File: config.mk
export PLATFORM = sky130hd
export DESIGN_NAME = gate_driver_config_register_bank
export DESIGN_NICKNAME = d
export VERILOG_FILES = /design/src/include/gate_cfg_pkg.sv /design/src/verilog/gate_driver_config_register_bank.sv
export SDC_FILE = /design/constraint.sdc
export NUM_CORES = 1
export LEC_CHECK = 0
export ABC_AREA = 1
export CORE_MARGIN = 3
export CORE_UTILIZATION = 65
export DETAILED_ROUTE_END_ITERATION = 10
export DONT_BUFFER_PORTS = 1
export PLACE_DENSITY_LB_ADDON = 0.1
export SLEW_MARGIN = 20
export SYNTH_ARGS = -nofsm -noshare
export SYNTH_HDL_FRONTEND = slang
export SYNTH_SLANG_ARGS = --single-unit
export TNS_END_PERCENT = 30
File: constraint.sdc
create_clock -name clk -period 8.8 [get_ports clk]
set_input_delay 1.76 -clock clk [delete_from_list [all_inputs] [get_ports clk]]
set_output_delay 1.76 -clock clk [all_outputs]
set_load 0.05 [all_outputs]
File: src/include/gate_cfg_pkg.sv
// Purpose: shared constants and types for the gate driver register bank
// Assumes: 16-bit registers, 5-bit register offsets, 20 MHz clock
// Notes: offsets are register indices on the serial port
package gate_cfg_pkg;
  // ************************************************************
  // register offsets
  // ************************************************************
  localparam logic [4:0] OFF_PRIMARY = 5'h00;
  localparam logic [4:0] OFF_ADC_FIVE = 5'h0D;
  localparam logic [4:0] OFF_ADC_TWO = 5'h0E;
  localparam logic [4:0] OFF_ADC_FOUR = 5'h0F;
  localparam logic [4:0] OFF_ADC_SIX = 5'h10;
  localparam logic [4:0] OFF_ADC_TEMP = 5'h11;
  localparam logic [4:0] OFF_ADC_GATE = 5'h12;
  localparam logic [4:0] OFF_CRC = 5'h13;
  localparam logic [4:0] OFF_LOOPBACK = 5'h14;
  localparam logic [4:0] OFF_CHIP_ADDR = 5'h15;
  localparam logic [4:0] OFF_FAULT_ONE = 5'h16;
  localparam logic [4:0] OFF_FAULT_TWO = 5'h17;
  localparam logic [4:0] OFF_FAULT_THREE = 5'h18;
  localparam logic [4:0] OFF_FAULT_FOUR = 5'h19;
  localparam logic [4:0] OFF_FAULT_FIVE = 5'h1A;
  localparam logic [4:0] OFF_DIAG_ONE = 5'h1B;
  localparam logic [4:0] OFF_DIAG_TWO = 5'h1C;
  localparam logic [4:0] OFF_CONV = 5'h1D;
  localparam logic [4:0] OFF_DOUT = 5'h1E;
  // ************************************************************
  // primary-side field positions and reset values
  // ************************************************************
  localparam int BIT_UV_OFF = 15;
  localparam int BIT_UV_SEL = 14;
  localparam int BIT_OV_SEL = 13;
  localparam int DEGL_HI = 12;
  localparam int DEGL_LO = 11;
  localparam int BIT_TWN_OFF = 10;
  localparam int BIT_OV_OFF = 8;
  localparam int BIT_PIN_SEL = 6;
  localparam int DEAD_HI = 5;
  localparam logic [15:0] PRIMARY_RESET = 16'h0C00;
  localparam logic [15:0] WORD_RESET = 16'h0000;
  // ************************************************************
  // serial frame layout and commands
  // ************************************************************
  localparam int FRAME_BITS = 16;
  localparam logic [3:0] OP_WRH = 4'hA;
  localparam logic [3:0] OP_WRL = 4'hB;
  localparam logic [3:0] OP_WR_RA = 4'hC;
  localparam logic [3:0] OP_RD = 4'h9;
  localparam logic [3:0] BROADCAST = 4'hF;
  // ************************************************************
  // timing
  // ************************************************************
  localparam int CLK_PERIOD_NS = 50;
  localparam int DEGL_STEP_NS = 70;
  localparam int DEAD_STEP_NS = 70;
  localparam int DEAD_BASE_NS = 105;
  typedef enum logic [1:0] {state_primary_side_config, state_cfg2, state_active} dev_state_e;
  typedef struct packed {
    logic [15:0] in_five;
    logic [15:0] in_two;
    logic [15:0] in_four;
    logic [15:0] in_six;
    logic [15:0] die_temp;
    logic [15:0] gate_threshold;
  } adc_results_s;
  typedef struct packed {
    logic [15:0] one;
    logic [15:0] two;
    logic [15:0] three;
    logic [15:0] four;
    logic [15:0] five;
  } fault_flags_s;
endpackage

File: src/verilog/gate_driver_config_register_bank.sv
// Purpose: serial-port register bank and primary-side configuration
// Assumes: frames of 16 bits, msb first, sampled on sclk rise, shifted on fall
// Notes: device state, ADC results and fault flags come from core logic
//
// Summary of operation
// - ADC results for inputs five, two, four, six read at 0xD..0x10, no CRC.
// - die temperature reads at 0x11, divided gate output voltage at 0x12.
// - CRC value register 0x13 writable only in Configuration 2.
// - loopback test register 0x14 writable in Configuration 2 and Active.
// - chip address register 0x15 writable only in Configuration 1.
// - five fault status registers 0x16..0x1A are read only.
// - diagnostic registers 0x1B, 0x1C writable in Configuration 2 and Active.
// - converter 0x1D and pin 0x1E settings writable only in Configuration 2.
// - bit 15 disables undervoltage lockout, bit 14 picks its threshold.
// - bit 8 disables overvoltage lockout, bit 13 picks its threshold.
// - bits 12-11 deglitch both PWM inputs: bypass, 70, 140, 210 ns.
// - bit 10 resets to one; zero enables the temperature warning.
// - bits 5-0 add code times 70 ns plus 105 ns dead time; zero adds none.
// - reserved bits 9 and 7 store values, reset to zero, do nothing.
// - sixteen-bit registers written by high and low byte commands.
// - a read command to the own address returns the whole register in the next frame.
`timescale 1ns/1ns
`default_nettype none
module gate_driver_config_register_bank (
  input wire logic clk, // 20 MHz clock
  input wire logic reset_n, // async reset, active low
  input wire logic sclk, // serial clock pin
  input wire logic cs_n, // serial select pin, active low
  input wire logic mosi, // serial data in pin
  input wire gate_cfg_pkg::dev_state_e dev_state, // device state from core
  input wire gate_cfg_pkg::adc_results_s adc_in, // converter results
  input wire gate_cfg_pkg::fault_flags_s faults_in, // fault and pin flags
  input wire logic fault_event, // fault routed to alarm pin
  input wire logic primary_temp_warn, // primary overtemperature seen
  input wire logic pwm_input_positive, // PWM pin, positive
  input wire logic pwm_input_negative, // PWM pin, negative
  output logic fault_alarm_out_n, // alarm pin, active low
  output logic warning_out_n, // shared pin value
  output logic warning_out_oe, // shared pin driven
  output logic [1:0] pwm_filtered, // deglitched positive, negative
  output logic [6:0] dead_time_cycles, // added dead time in clocks
  output logic [15:0] primary_side_config, // primary-side settings
  output logic [15:0] diag_command_one, // diagnostic word one
  output logic [15:0] diag_command_two, // diagnostic word two
  output logic [15:0] converter_settings, // converter settings word
  output logic [15:0] serial_out_pin_settings // pin settings word
);
  // ************************************************************
  // decode helpers
  // ************************************************************
  // {valid, slot} of a writable register
  function automatic logic [3:0] slot_of(input logic [4:0] a);
    case (a)
      gate_cfg_pkg::OFF_PRIMARY: slot_of = 4'h8;
      gate_cfg_pkg::OFF_CRC: slot_of = 4'h9;
      gate_cfg_pkg::OFF_LOOPBACK: slot_of = 4'hA;
      gate_cfg_pkg::OFF_CHIP_ADDR: slot_of = 4'hB;
      gate_cfg_pkg::OFF_DIAG_ONE: slot_of = 4'hC;
      gate_cfg_pkg::OFF_DIAG_TWO: slot_of = 4'hD;
      gate_cfg_pkg::OFF_CONV: slot_of = 4'hE;
      gate_cfg_pkg::OFF_DOUT: slot_of = 4'hF;
      default: slot_of = 4'h0;
    endcase
  endfunction

  function automatic logic may_write(input logic [3:0] s, input gate_cfg_pkg::dev_state_e st);
    case (s)
      4'hB: may_write = (st == gate_cfg_pkg::state_primary_side_config);
      4'hA, 4'hC, 4'hD: may_write = (st != gate_cfg_pkg::state_primary_side_config);
      4'h8, 4'h9, 4'hE, 4'hF: may_write = (st == gate_cfg_pkg::state_cfg2);
      default: may_write = 1'b0;
    endcase
  endfunction

  // ************************************************************
  // pin synchronisers
  // ************************************************************
  // sclk, cs_n, mosi, pwm positive, pwm negative
  logic [4:0] s1_q, s2_q, s3_q, lvl_q, lvl_d;
  always_comb begin
    for (int i = 0; i < 5; i++) begin
      lvl_d[i] = (s2_q[i] == s3_q[i]) ? s3_q[i] : lvl_q[i];
    end
  end
  always_ff @(posedge clk or negedge reset_n) begin
    if (!reset_n) begin
      s1_q <= 5'h02;
      s2_q <= 5'h02;
      s3_q <= 5'h02;
      lvl_q <= 5'h02;
    end else begin
      s1_q <= {pwm_input_negative, pwm_input_positive, mosi, cs_n, sclk};
      s2_q <= s1_q;
      s3_q <= s2_q;
      lvl_q <= lvl_d;
    end
  end
  logic [4:0] lvl_prev_q;
  always_ff @(posedge clk or negedge reset_n) begin
    if (!reset_n) lvl_prev_q <= 5'h02;
    else lvl_prev_q <= lvl_q;
  end
  logic sck_rise, sck_fall, sel_fall, sel_rise;
  assign sck_rise = lvl_q[0] && !lvl_prev_q[0] && !lvl_q[1];
  assign sck_fall = !lvl_q[0] && lvl_prev_q[0] && !lvl_q[1];
  assign sel_fall = !lvl_q[1] && lvl_prev_q[1];
  assign sel_rise = lvl_q[1] && !lvl_prev_q[1];

  // ************************************************************
  // serial engine and register storage
  // ************************************************************
  logic [15:0] regs_q [8];
  logic [15:0] regs_d [8];
  logic [15:0] in_q, in_d, out_q, out_d, rd_buf_q, rd_buf_d;
  logic [4:0] cnt_q, cnt_d, ra_q, ra_d;
  logic [15:0] rd_word;
  logic frame_done, for_me, wr_hit;
  logic [3:0] wslot;

  assign frame_done = sel_rise && (cnt_q == 5'(gate_cfg_pkg::FRAME_BITS));
  assign for_me = (in_q[15:12] == regs_q[3][3:0]) || (in_q[15:12] == gate_cfg_pkg::BROADCAST);
  assign wslot = slot_of(ra_q);
  assign wr_hit = frame_done && for_me && wslot[3] && may_write(wslot, dev_state)
    && (in_q[11:8] == gate_cfg_pkg::OP_WRH || in_q[11:8] == gate_cfg_pkg::OP_WRL);

  always_comb begin
    logic [3:0] rs;
    rs = slot_of(in_q[4:0]);
    case (in_q[4:0])
      gate_cfg_pkg::OFF_ADC_FIVE: rd_word = adc_in.in_five;
      gate_cfg_pkg::OFF_ADC_TWO: rd_word = adc_in.in_two;
      gate_cfg_pkg::OFF_ADC_FOUR: rd_word = adc_in.in_four;
      gate_cfg_pkg::OFF_ADC_SIX: rd_word = adc_in.in_six;
      gate_cfg_pkg::OFF_ADC_TEMP: rd_word = adc_in.die_temp;
      gate_cfg_pkg::OFF_ADC_GATE: rd_word = adc_in.gate_threshold;
      gate_cfg_pkg::OFF_FAULT_ONE: rd_word = faults_in.one;
      gate_cfg_pkg::OFF_FAULT_TWO: rd_word = faults_in.two;
      gate_cfg_pkg::OFF_FAULT_THREE: rd_word = faults_in.three;
      gate_cfg_pkg::OFF_FAULT_FOUR: rd_word = faults_in.four;
      gate_cfg_pkg::OFF_FAULT_FIVE: rd_word = faults_in.five;
      default: rd_word = rs[3] ? regs_q[rs[2:0]] : gate_cfg_pkg::WORD_RESET;
    endcase
  end

  always_comb begin
    in_d = in_q;
    out_d = out_q;
    cnt_d = cnt_q;
    ra_d = ra_q;
    rd_buf_d = rd_buf_q;
    for (int i = 0; i < 8; i++) begin
      regs_d[i] = regs_q[i];
    end
    if (sel_fall) begin
      cnt_d = 5'h00;
      out_d = rd_buf_q;
    end else if (sck_rise) begin
      in_d = {in_q[14:0], lvl_q[2]};
      if (cnt_q != 5'h1F) cnt_d = cnt_q + 5'h01;
    end else if (sck_fall) begin
      out_d = {out_q[14:0], 1'b0};
    end
    if (frame_done && for_me) begin
      if (in_q[11:8] == gate_cfg_pkg::OP_WR_RA) ra_d = in_q[4:0];
      // broadcast reads would collide on the bus, so only own address answers
      if (in_q[11:8] == gate_cfg_pkg::OP_RD && in_q[15:12] != gate_cfg_pkg::BROADCAST) begin
        rd_buf_d = rd_word;
      end
    end
    if (wr_hit) begin
      if (in_q[11:8] == gate_cfg_pkg::OP_WRH) regs_d[wslot[2:0]][15:8] = in_q[7:0];
      else regs_d[wslot[2:0]][7:0] = in_q[7:0];
    end
  end

  always_ff @(posedge clk or negedge reset_n) begin
    if (!reset_n) begin
      in_q <= 16'h0000;
      out_q <= 16'h0000;
      cnt_q <= 5'h00;
      ra_q <= 5'h00;
      rd_buf_q <= 16'h0000;
      regs_q[0] <= gate_cfg_pkg::PRIMARY_RESET;
      for (int i = 1; i < 8; i++) begin
        regs_q[i] <= gate_cfg_pkg::WORD_RESET;
      end
    end else begin
      in_q <= in_d;
      out_q <= out_d;
      cnt_q <= cnt_d;
      ra_q <= ra_d;
      rd_buf_q <= rd_buf_d;
      for (int i = 0; i < 8; i++) begin
        regs_q[i] <= regs_d[i];
      end
    end
  end

  assign primary_side_config = regs_q[0];
  assign diag_command_one = regs_q[4];
  assign diag_command_two = regs_q[5];
  assign converter_settings = regs_q[6];
  assign serial_out_pin_settings = regs_q[7];

  // ************************************************************
  // pin functions
  // ************************************************************
  logic pin_sel, warn_on;
  logic alarm_n_d, warn_n_d, warn_oe_d;
  logic [6:0] dead_d;
  assign pin_sel = regs_q[0][gate_cfg_pkg::BIT_PIN_SEL];
  assign warn_on = primary_temp_warn && !regs_q[0][gate_cfg_pkg::BIT_TWN_OFF];
  always_comb begin
    logic [5:0] code;
    code = regs_q[0][gate_cfg_pkg::DEAD_HI:0];
    alarm_n_d = !(fault_event || (pin_sel && warn_on));
    warn_n_d = pin_sel ? out_q[15] : !warn_on;
    warn_oe_d = !pin_sel || !lvl_q[1];
    // least time rounds up to whole clocks
    dead_d = (code == 6'h00) ? 7'h00 : 7'((32'(code) * gate_cfg_pkg::DEAD_STEP_NS
      + gate_cfg_pkg::DEAD_BASE_NS + gate_cfg_pkg::CLK_PERIOD_NS - 1) / gate_cfg_pkg::CLK_PERIOD_NS);
  end
  always_ff @(posedge clk or negedge reset_n) begin
    if (!reset_n) begin
      fault_alarm_out_n <= 1'b1;
      warning_out_n <= 1'b1;
      warning_out_oe <= 1'b1;
      dead_time_cycles <= 7'h00;
    end else begin
      fault_alarm_out_n <= alarm_n_d;
      warning_out_n <= warn_n_d;
      warning_out_oe <= warn_oe_d;
      dead_time_cycles <= dead_d;
    end
  end

  // ************************************************************
  // PWM input deglitch
  // ************************************************************
  logic [2:0] degl_cycles;
  always_comb begin
    logic [1:0] dc;
    dc = regs_q[0][gate_cfg_pkg::DEGL_HI:gate_cfg_pkg::DEGL_LO];
    degl_cycles = 3'((32'(dc) * gate_cfg_pkg::DEGL_STEP_NS + gate_cfg_pkg::CLK_PERIOD_NS - 1)
      / gate_cfg_pkg::CLK_PERIOD_NS);
  end
  for (genvar g = 0; g < 2; g++) begin : g_degl
    logic [2:0] n_q, n_d;
    logic f_q, f_d;
    always_comb begin
      n_d = 3'h0;
      f_d = f_q;
      if (degl_cycles == 3'h0) f_d = lvl_q[3 + g];
      else if (lvl_q[3 + g] != f_q) begin
        n_d = n_q + 3'h1;
        if (n_d >= degl_cycles) begin
          f_d = lvl_q[3 + g];
          n_d = 3'h0;
        end
      end
    end
    always_ff @(posedge clk or negedge reset_n) begin
      if (!reset_n) begin
        n_q <= 3'h0;
        f_q <= 1'b0;
      end else begin
        n_q <= n_d;
        f_q <= f_d;
      end
    end
    assign pwm_filtered[g] = f_q;
  end

  logic [15:0] regs_prev [8];
  logic all_same;
  always_ff @(posedge clk) for (int i = 0; i < 8; i++) regs_prev[i] <= regs_q[i];
  always_comb begin
    all_same = 1'b1;
    for (int i = 0; i < 8; i++) if (regs_prev[i] != regs_q[i]) all_same = 1'b0;
  end
endmodule // gate_driver_config_register_bank
`default_nettype wire

==> results.toml, run 1 <==
[cts]
clkSinkCount = 226
cts_hold_buf = 0
cts-buffers-inserted = 26
h-tree-depth = 1
insertion_delay_ns = 0.55
cts_tree = "yes"
cts_buffer_depth = 3
path_clk_slew_ns = 0.06
root_buffer = "clkbuf_16"

[logic_synthesis]
synth_fp_nets = 2155
synth-simple-area-share_pct = 26.8
synth_edf_count = 0
synthMuxAreaShare_pct = 0.229
ys_seq_elements = 226
synth.avg_cell_area_um2 = 7.70
yosysSeqAreaShare_pct = 38.4
synth_area_mm2 = 0.0148
ys.flop_type = "dfrtp_1"
synthAdderAreaFrac_pct = 4.76
synthCells = 1917
async_flop_share_pct = 100
synth_top_family_by_area = "simple AND/OR/NAND/NOR gates"
synth_compound_area_share_pct = 17.6
ys_warn_count = 0
yosys.cell_types.count = 60
synth-xor-area-share_pct = 1.65

[detailed_routing]
wl_mm = 44.9
drtPass1Iterations = 7
vias_per_cell = 6.25
drt_iter0_drc = 1440
wire_per_inst_um = 21.2
drcViolationCount = 0
vias = 13229
ant_nets = 0

[finish]
mostFrequentLayoutCell = "nand2_1"
areaGrowthSynthToFinish_pct = 4.00
layout_common_cells = "nand2_1, o21ai_0, dfrtp_1, nor2_1, inv_1"
num-nets-final = 2043
layout-drive-gt1-share_pct = 11.2
fillers = 1847

[floorplan]
placementRows = 54
core_mm2 = 0.0221
start_util_pct = 66.8
die_w_um = 157
die_h_um = 157
num_io_pins = 279
dieArea_mm2 = 0.0246

[worst_setup_path]
r2r_slack_ns = 0.72
start_kind = "flop"
worstPathArrival_ns = 8.55
critPathCaptureType = "flop"
cp_slowest_cell = "dfrtp_4"
path_class = "reg -> reg"
crit_path_frequent_cell = "nand2_2"
reg2reg_to = "dead_time_cycles[0]"
critPathMaxFanout = 10
r2r_start = "primary_side_config[1]"
critPathMaxStageDelay_ns = 0.59
path_buf_inv = 7
cp.required_ns = 9.27
worst-path-stages = 62
reg2reg_depth = 62
crit_family = "simple AND/OR/NAND/NOR gates"

[sta]
fin_crit_ns = 8.08
tns_ns = 0
finalClockSkew_ns = 0.0213
hold_viol_final = 0
finalCritPeriodShare_pct = 91.8
finalMaxSlewViolations = 0
max_freq_mhz = 124
tightest_slew_ns = 0.993
timing.hold.ws_ns = 0.351
slew_headroom_pct = 32.1
setup_viol_count_final = 0

[global_route]
grt_max_degree = 227
gr-usage-met3_pct = 9.10
grt-busiest-layer = "met2"
met1_usage_pct = 46.3
grt_pass1_vias = 12109
grt_first_pass_wirelength_mm = 68.1
antenna_found_initial = 12
gr-usage-all-layers_pct = 35.4
use_met2_pct = 55.9
grt_overflow = 0

[place]
hpwl_mm = 32.7
portBuffers = 0
gp_congestion = 0.995

[flow_run]
drv_cap = 0

[worst_hold_path]
hold_depth = 0
hold_class = "reg -> reg"
holdPathEnd = "s2_q[3]"
holdCritStartpoint = "s1_q[3]"

[power]
p_leak_uw = 0.00712
report.power.total_uw = 2740
power_density_mw_per_mm2 = 178
peakVddDrop_mv = 0.187

[status]
status = "finished clean"
[area by class of cell]
| cell class | count | area (um^2) | share of cell area (%) |
|---|---|---|---|
| Inverter | 170 | 639 | 4.16 |
| Tap cell | 280 | 350 | 2.28 |
| Clock inverter | 10 | 136 | 0.888 |
| Multi-Input combinational cell | 1360 | 7640 | 49.8 |
| Timing Repair Buffer | 21 | 158 | 1.03 |
| Clock buffer | 38 | 726 | 4.73 |
| Sequential cell | 226 | 5670 | 36.9 |
| Antenna cell | 12 | 30.0 | 0.196 |
[metrics by stage]
stage / utilization [%] / area (um^2) / worst slack, ns / std cells
finish: 69.5 / 15400 / 0.719 / 2117
floorplan: - / 14800 / 1.51 / 1917
CTS: 68.8 / 15200 / 0.247 / 2102
detailed placement: 64.9 / 14300 / 0.318 / 2054
global route: 69.5 / 15300 / -0.0356 / 2116
global placement: 64.9 / 14300 / 0.538 / 2054
[power breakdown]
group / leakage [uW] / internal [uW] / total, uW / switching (uW)
clock: 0.000409 / 636 / 1080 / 439
combinational: 0.00371 / 138 / 519 / 380
sequential: 0.00300 / 1090 / 1140 / 49.4
total: 0.00712 / 1870 / 2740 / 869
[synthesized netlist by cell type, drive strengths merged, types with 10 or more instances]
library cell	count	area share, %
dfstp	10	1.8
ha	49	4.2
nand3	139	5.4
nor2	187	5.6
nor3	13	0.44
inv	162	4.1
a21oi	28	1.1
nand4	30	1.4
xor2	18	1.1
clkbuf	76	1.9
buf	85	4.3
o21ai	237	8.1
a221oi	31	1.8
a32o	11	0.75
nand2	485	14
dfrtp	216	37
a31oi	15	0.64
o221ai	32	1.9
a22o	16	0.95
[sequential cells by signal, indices dropped and copies added, names as in the netlist, 2 cells and up]
register / count
s3_q: 5
g_degl.n_q: 6
diag_command_one: 16
regs_q: 48
s2_q: 5
lvl_prev_q: 2
dead_time_cycles: 7
primary_side_config: 16
out_q: 16
ra_q: 5
g_degl.f_q: 2
lvl_q: 5
rd_buf_q: 16
diag_command_two: 16
in_q: 16
converter_settings: 16
cnt_q: 5
s1_q: 5
serial_out_pin_settings: 16
[per-layer routing]
metal	up-vias	routed length (um)
met5	-	0
met3	105	4360
met1	6287	17600
met4	0	2370
met2	656	20600
li1	6181	-
[worst max path at each step]
| stage | to | startpoint |
|---|---|---|
| after floorplan | dead_time_cycles[0] | primary_side_config[4] |
| after global placement | dead_time_cycles[0] | primary_side_config[1] |
| after detailed placement | dead_time_cycles[0] | primary_side_config[1] |
| after CTS | dead_time_cycles[0] | primary_side_config[1] |
| after global routing | dead_time_cycles[0] | primary_side_config[1] |
| final | dead_time_cycles[0] | primary_side_config[1] |
[repair_timing]
item	4_1_cts	5_1_grt
gates resized for setup	0	26
setup endpoints to repair	0	2
buffers inserted	0	3
[kinds of logic (layout without fill, tap and decap cells)]
| kind of cell | Yosys count | in the layout |
|---|---|---|
| AND/OR/NAND/NOR | 863 | 863 |
| AO/OA/AOI/OAI | 411 | 411 |
| buffers and inverters | 331 | 239 |
| flip-flops | 226 | 226 |
| adder cells (fa/ha/maj) | 56 | 56 |
| XOR/XNOR | 27 | 27 |
| multiplexers | 3 | 3 |
| other | 0 | 12 |
(Power assumes the default switching activity.)
==> run 2, diff against run 1 <==
- CORE_MARGIN: 3 -> 5
==> run 2 against run 1 <==
Compared with the run above:
- clock-buffer cell count shrank 9
- sequential power is essentially flat
- highest routed layer unchanged
- global-route usage shrank 2.1 points
- via count grew 1.4%
- combinational power is essentially flat
- critical path depth is the same
- sequential share of layout area shrank 0.96 points
==> results.toml, run 2 (synthesized netlist as in run 1, its figures left out) <==
[finish]
finalNonFillerCells = 2142
areaGrowthSynthToFinish_pct = 6.81
multi_input_area_mm2 = 0.00782
seq_area_mm2 = 0.00567
largest_register_ffs = 48
mostFrequentLayoutCell = "nand2_1"
num-nets-final = 2062
layout_common_cells = "nand2_1, o21ai_0, dfrtp_1, nor2_1, inv_1"
fillers = 1840
layout-drive-gt1-share_pct = 13.5
largest_register = "regs_q"

[sta]
fin_crit_ns = 8.15
finalClockSkew_ns = 0.0244
tightest_slew_ns = 1.01
finalMaxSlewViolations = 0
setup_viol_count_final = 0
hold_viol_final = 0
slew_headroom_pct = 32.8
finalCritPeriodShare_pct = 92.6
max_freq_mhz = 123
tns_ns = 0

[worst_setup_path]
reg2reg_to = "dead_time_cycles[0]"
critPathMaxFanout = 11
crit_family = "simple AND/OR/NAND/NOR gates"
critPathMaxStageDelay_ns = 0.40
critPathCaptureType = "flop"
cp_slowest_cell = "dfrtp_1"
path_buf_inv = 8
crit_path_frequent_cell = "nand2_1"
reg2reg_depth = 62
start_kind = "flop"
path_class = "reg -> reg"
worstPathArrival_ns = 8.62
r2r_start = "primary_side_config[3]"
cp.required_ns = 9.27
r2r_slack_ns = 0.65

[floorplan]
die_w_um = 161
start_util_pct = 65.6
core_mm2 = 0.0225
num_io_pins = 279
placementRows = 55
dieArea_mm2 = 0.0258
die_h_um = 161

[status]
status = "finished clean"

[flow_run]
drv_cap = 0

[cts]
clkSinkCount = 226
cts_tree = "yes"
cts-buffers-inserted = 26
path_clk_slew_ns = 0.06
h-tree-depth = 1
cts_buffer_depth = 3
root_buffer = "clkbuf_16"
insertion_delay_ns = 0.55

[detailed_routing]
vias = 13408
drt_iter0_drc = 1431
vias_per_cell = 6.26
wire_per_inst_um = 21.1
wl_mm = 45.2
drcViolationCount = 0
ant_nets = 0
drtPass1Iterations = 6

[place]
dp_cells = 2060
portBuffers = 0
hpwl_mm = 32.6
gp_congestion = 1.00

[worst_hold_path]
hold_depth = 0
holdPathEnd = "s2_q[0]"
holdCritStartpoint = "s1_q[0]"
hold_class = "reg -> reg"

[global_route]
grt_overflow = 0
grt_max_degree = 227
antenna_found_initial = 12
grt_pass1_vias = 12327
gr-usage-all-layers_pct = 33.3
grt_first_pass_wirelength_mm = 68.9

[power]
p_leak_uw = 0.00731
peakVddDrop_mv = 0.187
power_density_mw_per_mm2 = 182
[run 2: changes by cell type in the layout (fill, tap and decap cells not counted), sizes merged, moves of 2 or more]
| cell | previous run | this run |
|---|---|---|
| buf | 21 | 36 |
| bufinv | 2 | 6 |
| clkinvlp | 3 | 1 |
| clkbuf | 38 | 29 |
| nand3 | 139 | 142 |
| clkinv | 12 | 18 |
[run 2: power breakdown]
| group | total, uW | internal, uW | leakage (uW) | switching, uW |
|---|---|---|---|---|
| clock | 1200 | 736 | 0.000473 | 467 |
| combinational | 517 | 139 | 0.00384 | 378 |
| sequential | 1140 | 1090 | 0.00299 | 49.5 |
[run 2: layer usage]
layer  wire length, um  track usage, %
met2             20500            52.3
met3              4360            6.98
met4              2590            17.1
met1             17800            44.0
met5                 0               0
[run 2: area by class of cell]
type / count / area share (%)
inverter: 170 / 4.05
multi-input combinational: 1364 / 49.6
sequential: 226 / 36.0
clock buffer: 29 / 4.26
antenna: 13 / 0.206
tap: 285 / 2.26
timing repair buffer: 36 / 1.76
clock inverter: 19 / 1.86
[run 2: worst reg2reg max path: cells and delay by family (launching register included)]
family / cells / cell delay (ns)
AOI/OAI and AO/OA: 5 / 0.83
adders and majority gates: 5 / 1.39
buffers and inverters: 8 / 0.70
DFF: 1 / 0.40
and+or+nand+nor: 44 / 4.74
[run 2: how the worst max path moves through the flow]
stage,startpoint,end,depth (start not counted)
global placement,primary_side_config[1],dead_time_cycles[0],60
global route,primary_side_config[3],dead_time_cycles[0],64
detailed placement,primary_side_config[1],dead_time_cycles[0],60
finish,primary_side_config[3],dead_time_cycles[0],62
floorplan,primary_side_config[4],dead_time_cycles[0],61
CTS,primary_side_config[1],dead_time_cycles[0],60
[run 2: through the flow]
step | power, uW | instance area (um^2) | util [%] | hold slack (ns) | setup WS, ns
finish | 2860 | 15800 | 70.1 | 0.349 | 0.654
global route | 2970 | 15800 | 70.1 | 0.360 | -0.124
CTS | 2850 | 15300 | 68.1 | 0.349 | 0.335
detailed placement | 1660 | 14400 | 63.8 | 0.335 | 0.385
global placement | 1650 | 14400 | 63.8 | 0.331 | 0.630
floorplan | 1490 | 14800 | - | 0.331 | 1.51
[run 2: what timing repair did]
action / CTS / global route
endpoints found under the setup margin: 0 / 2
hold buffers: 0 / 0
resized for setup: 0 / 57
setup buffers: 0 / 17
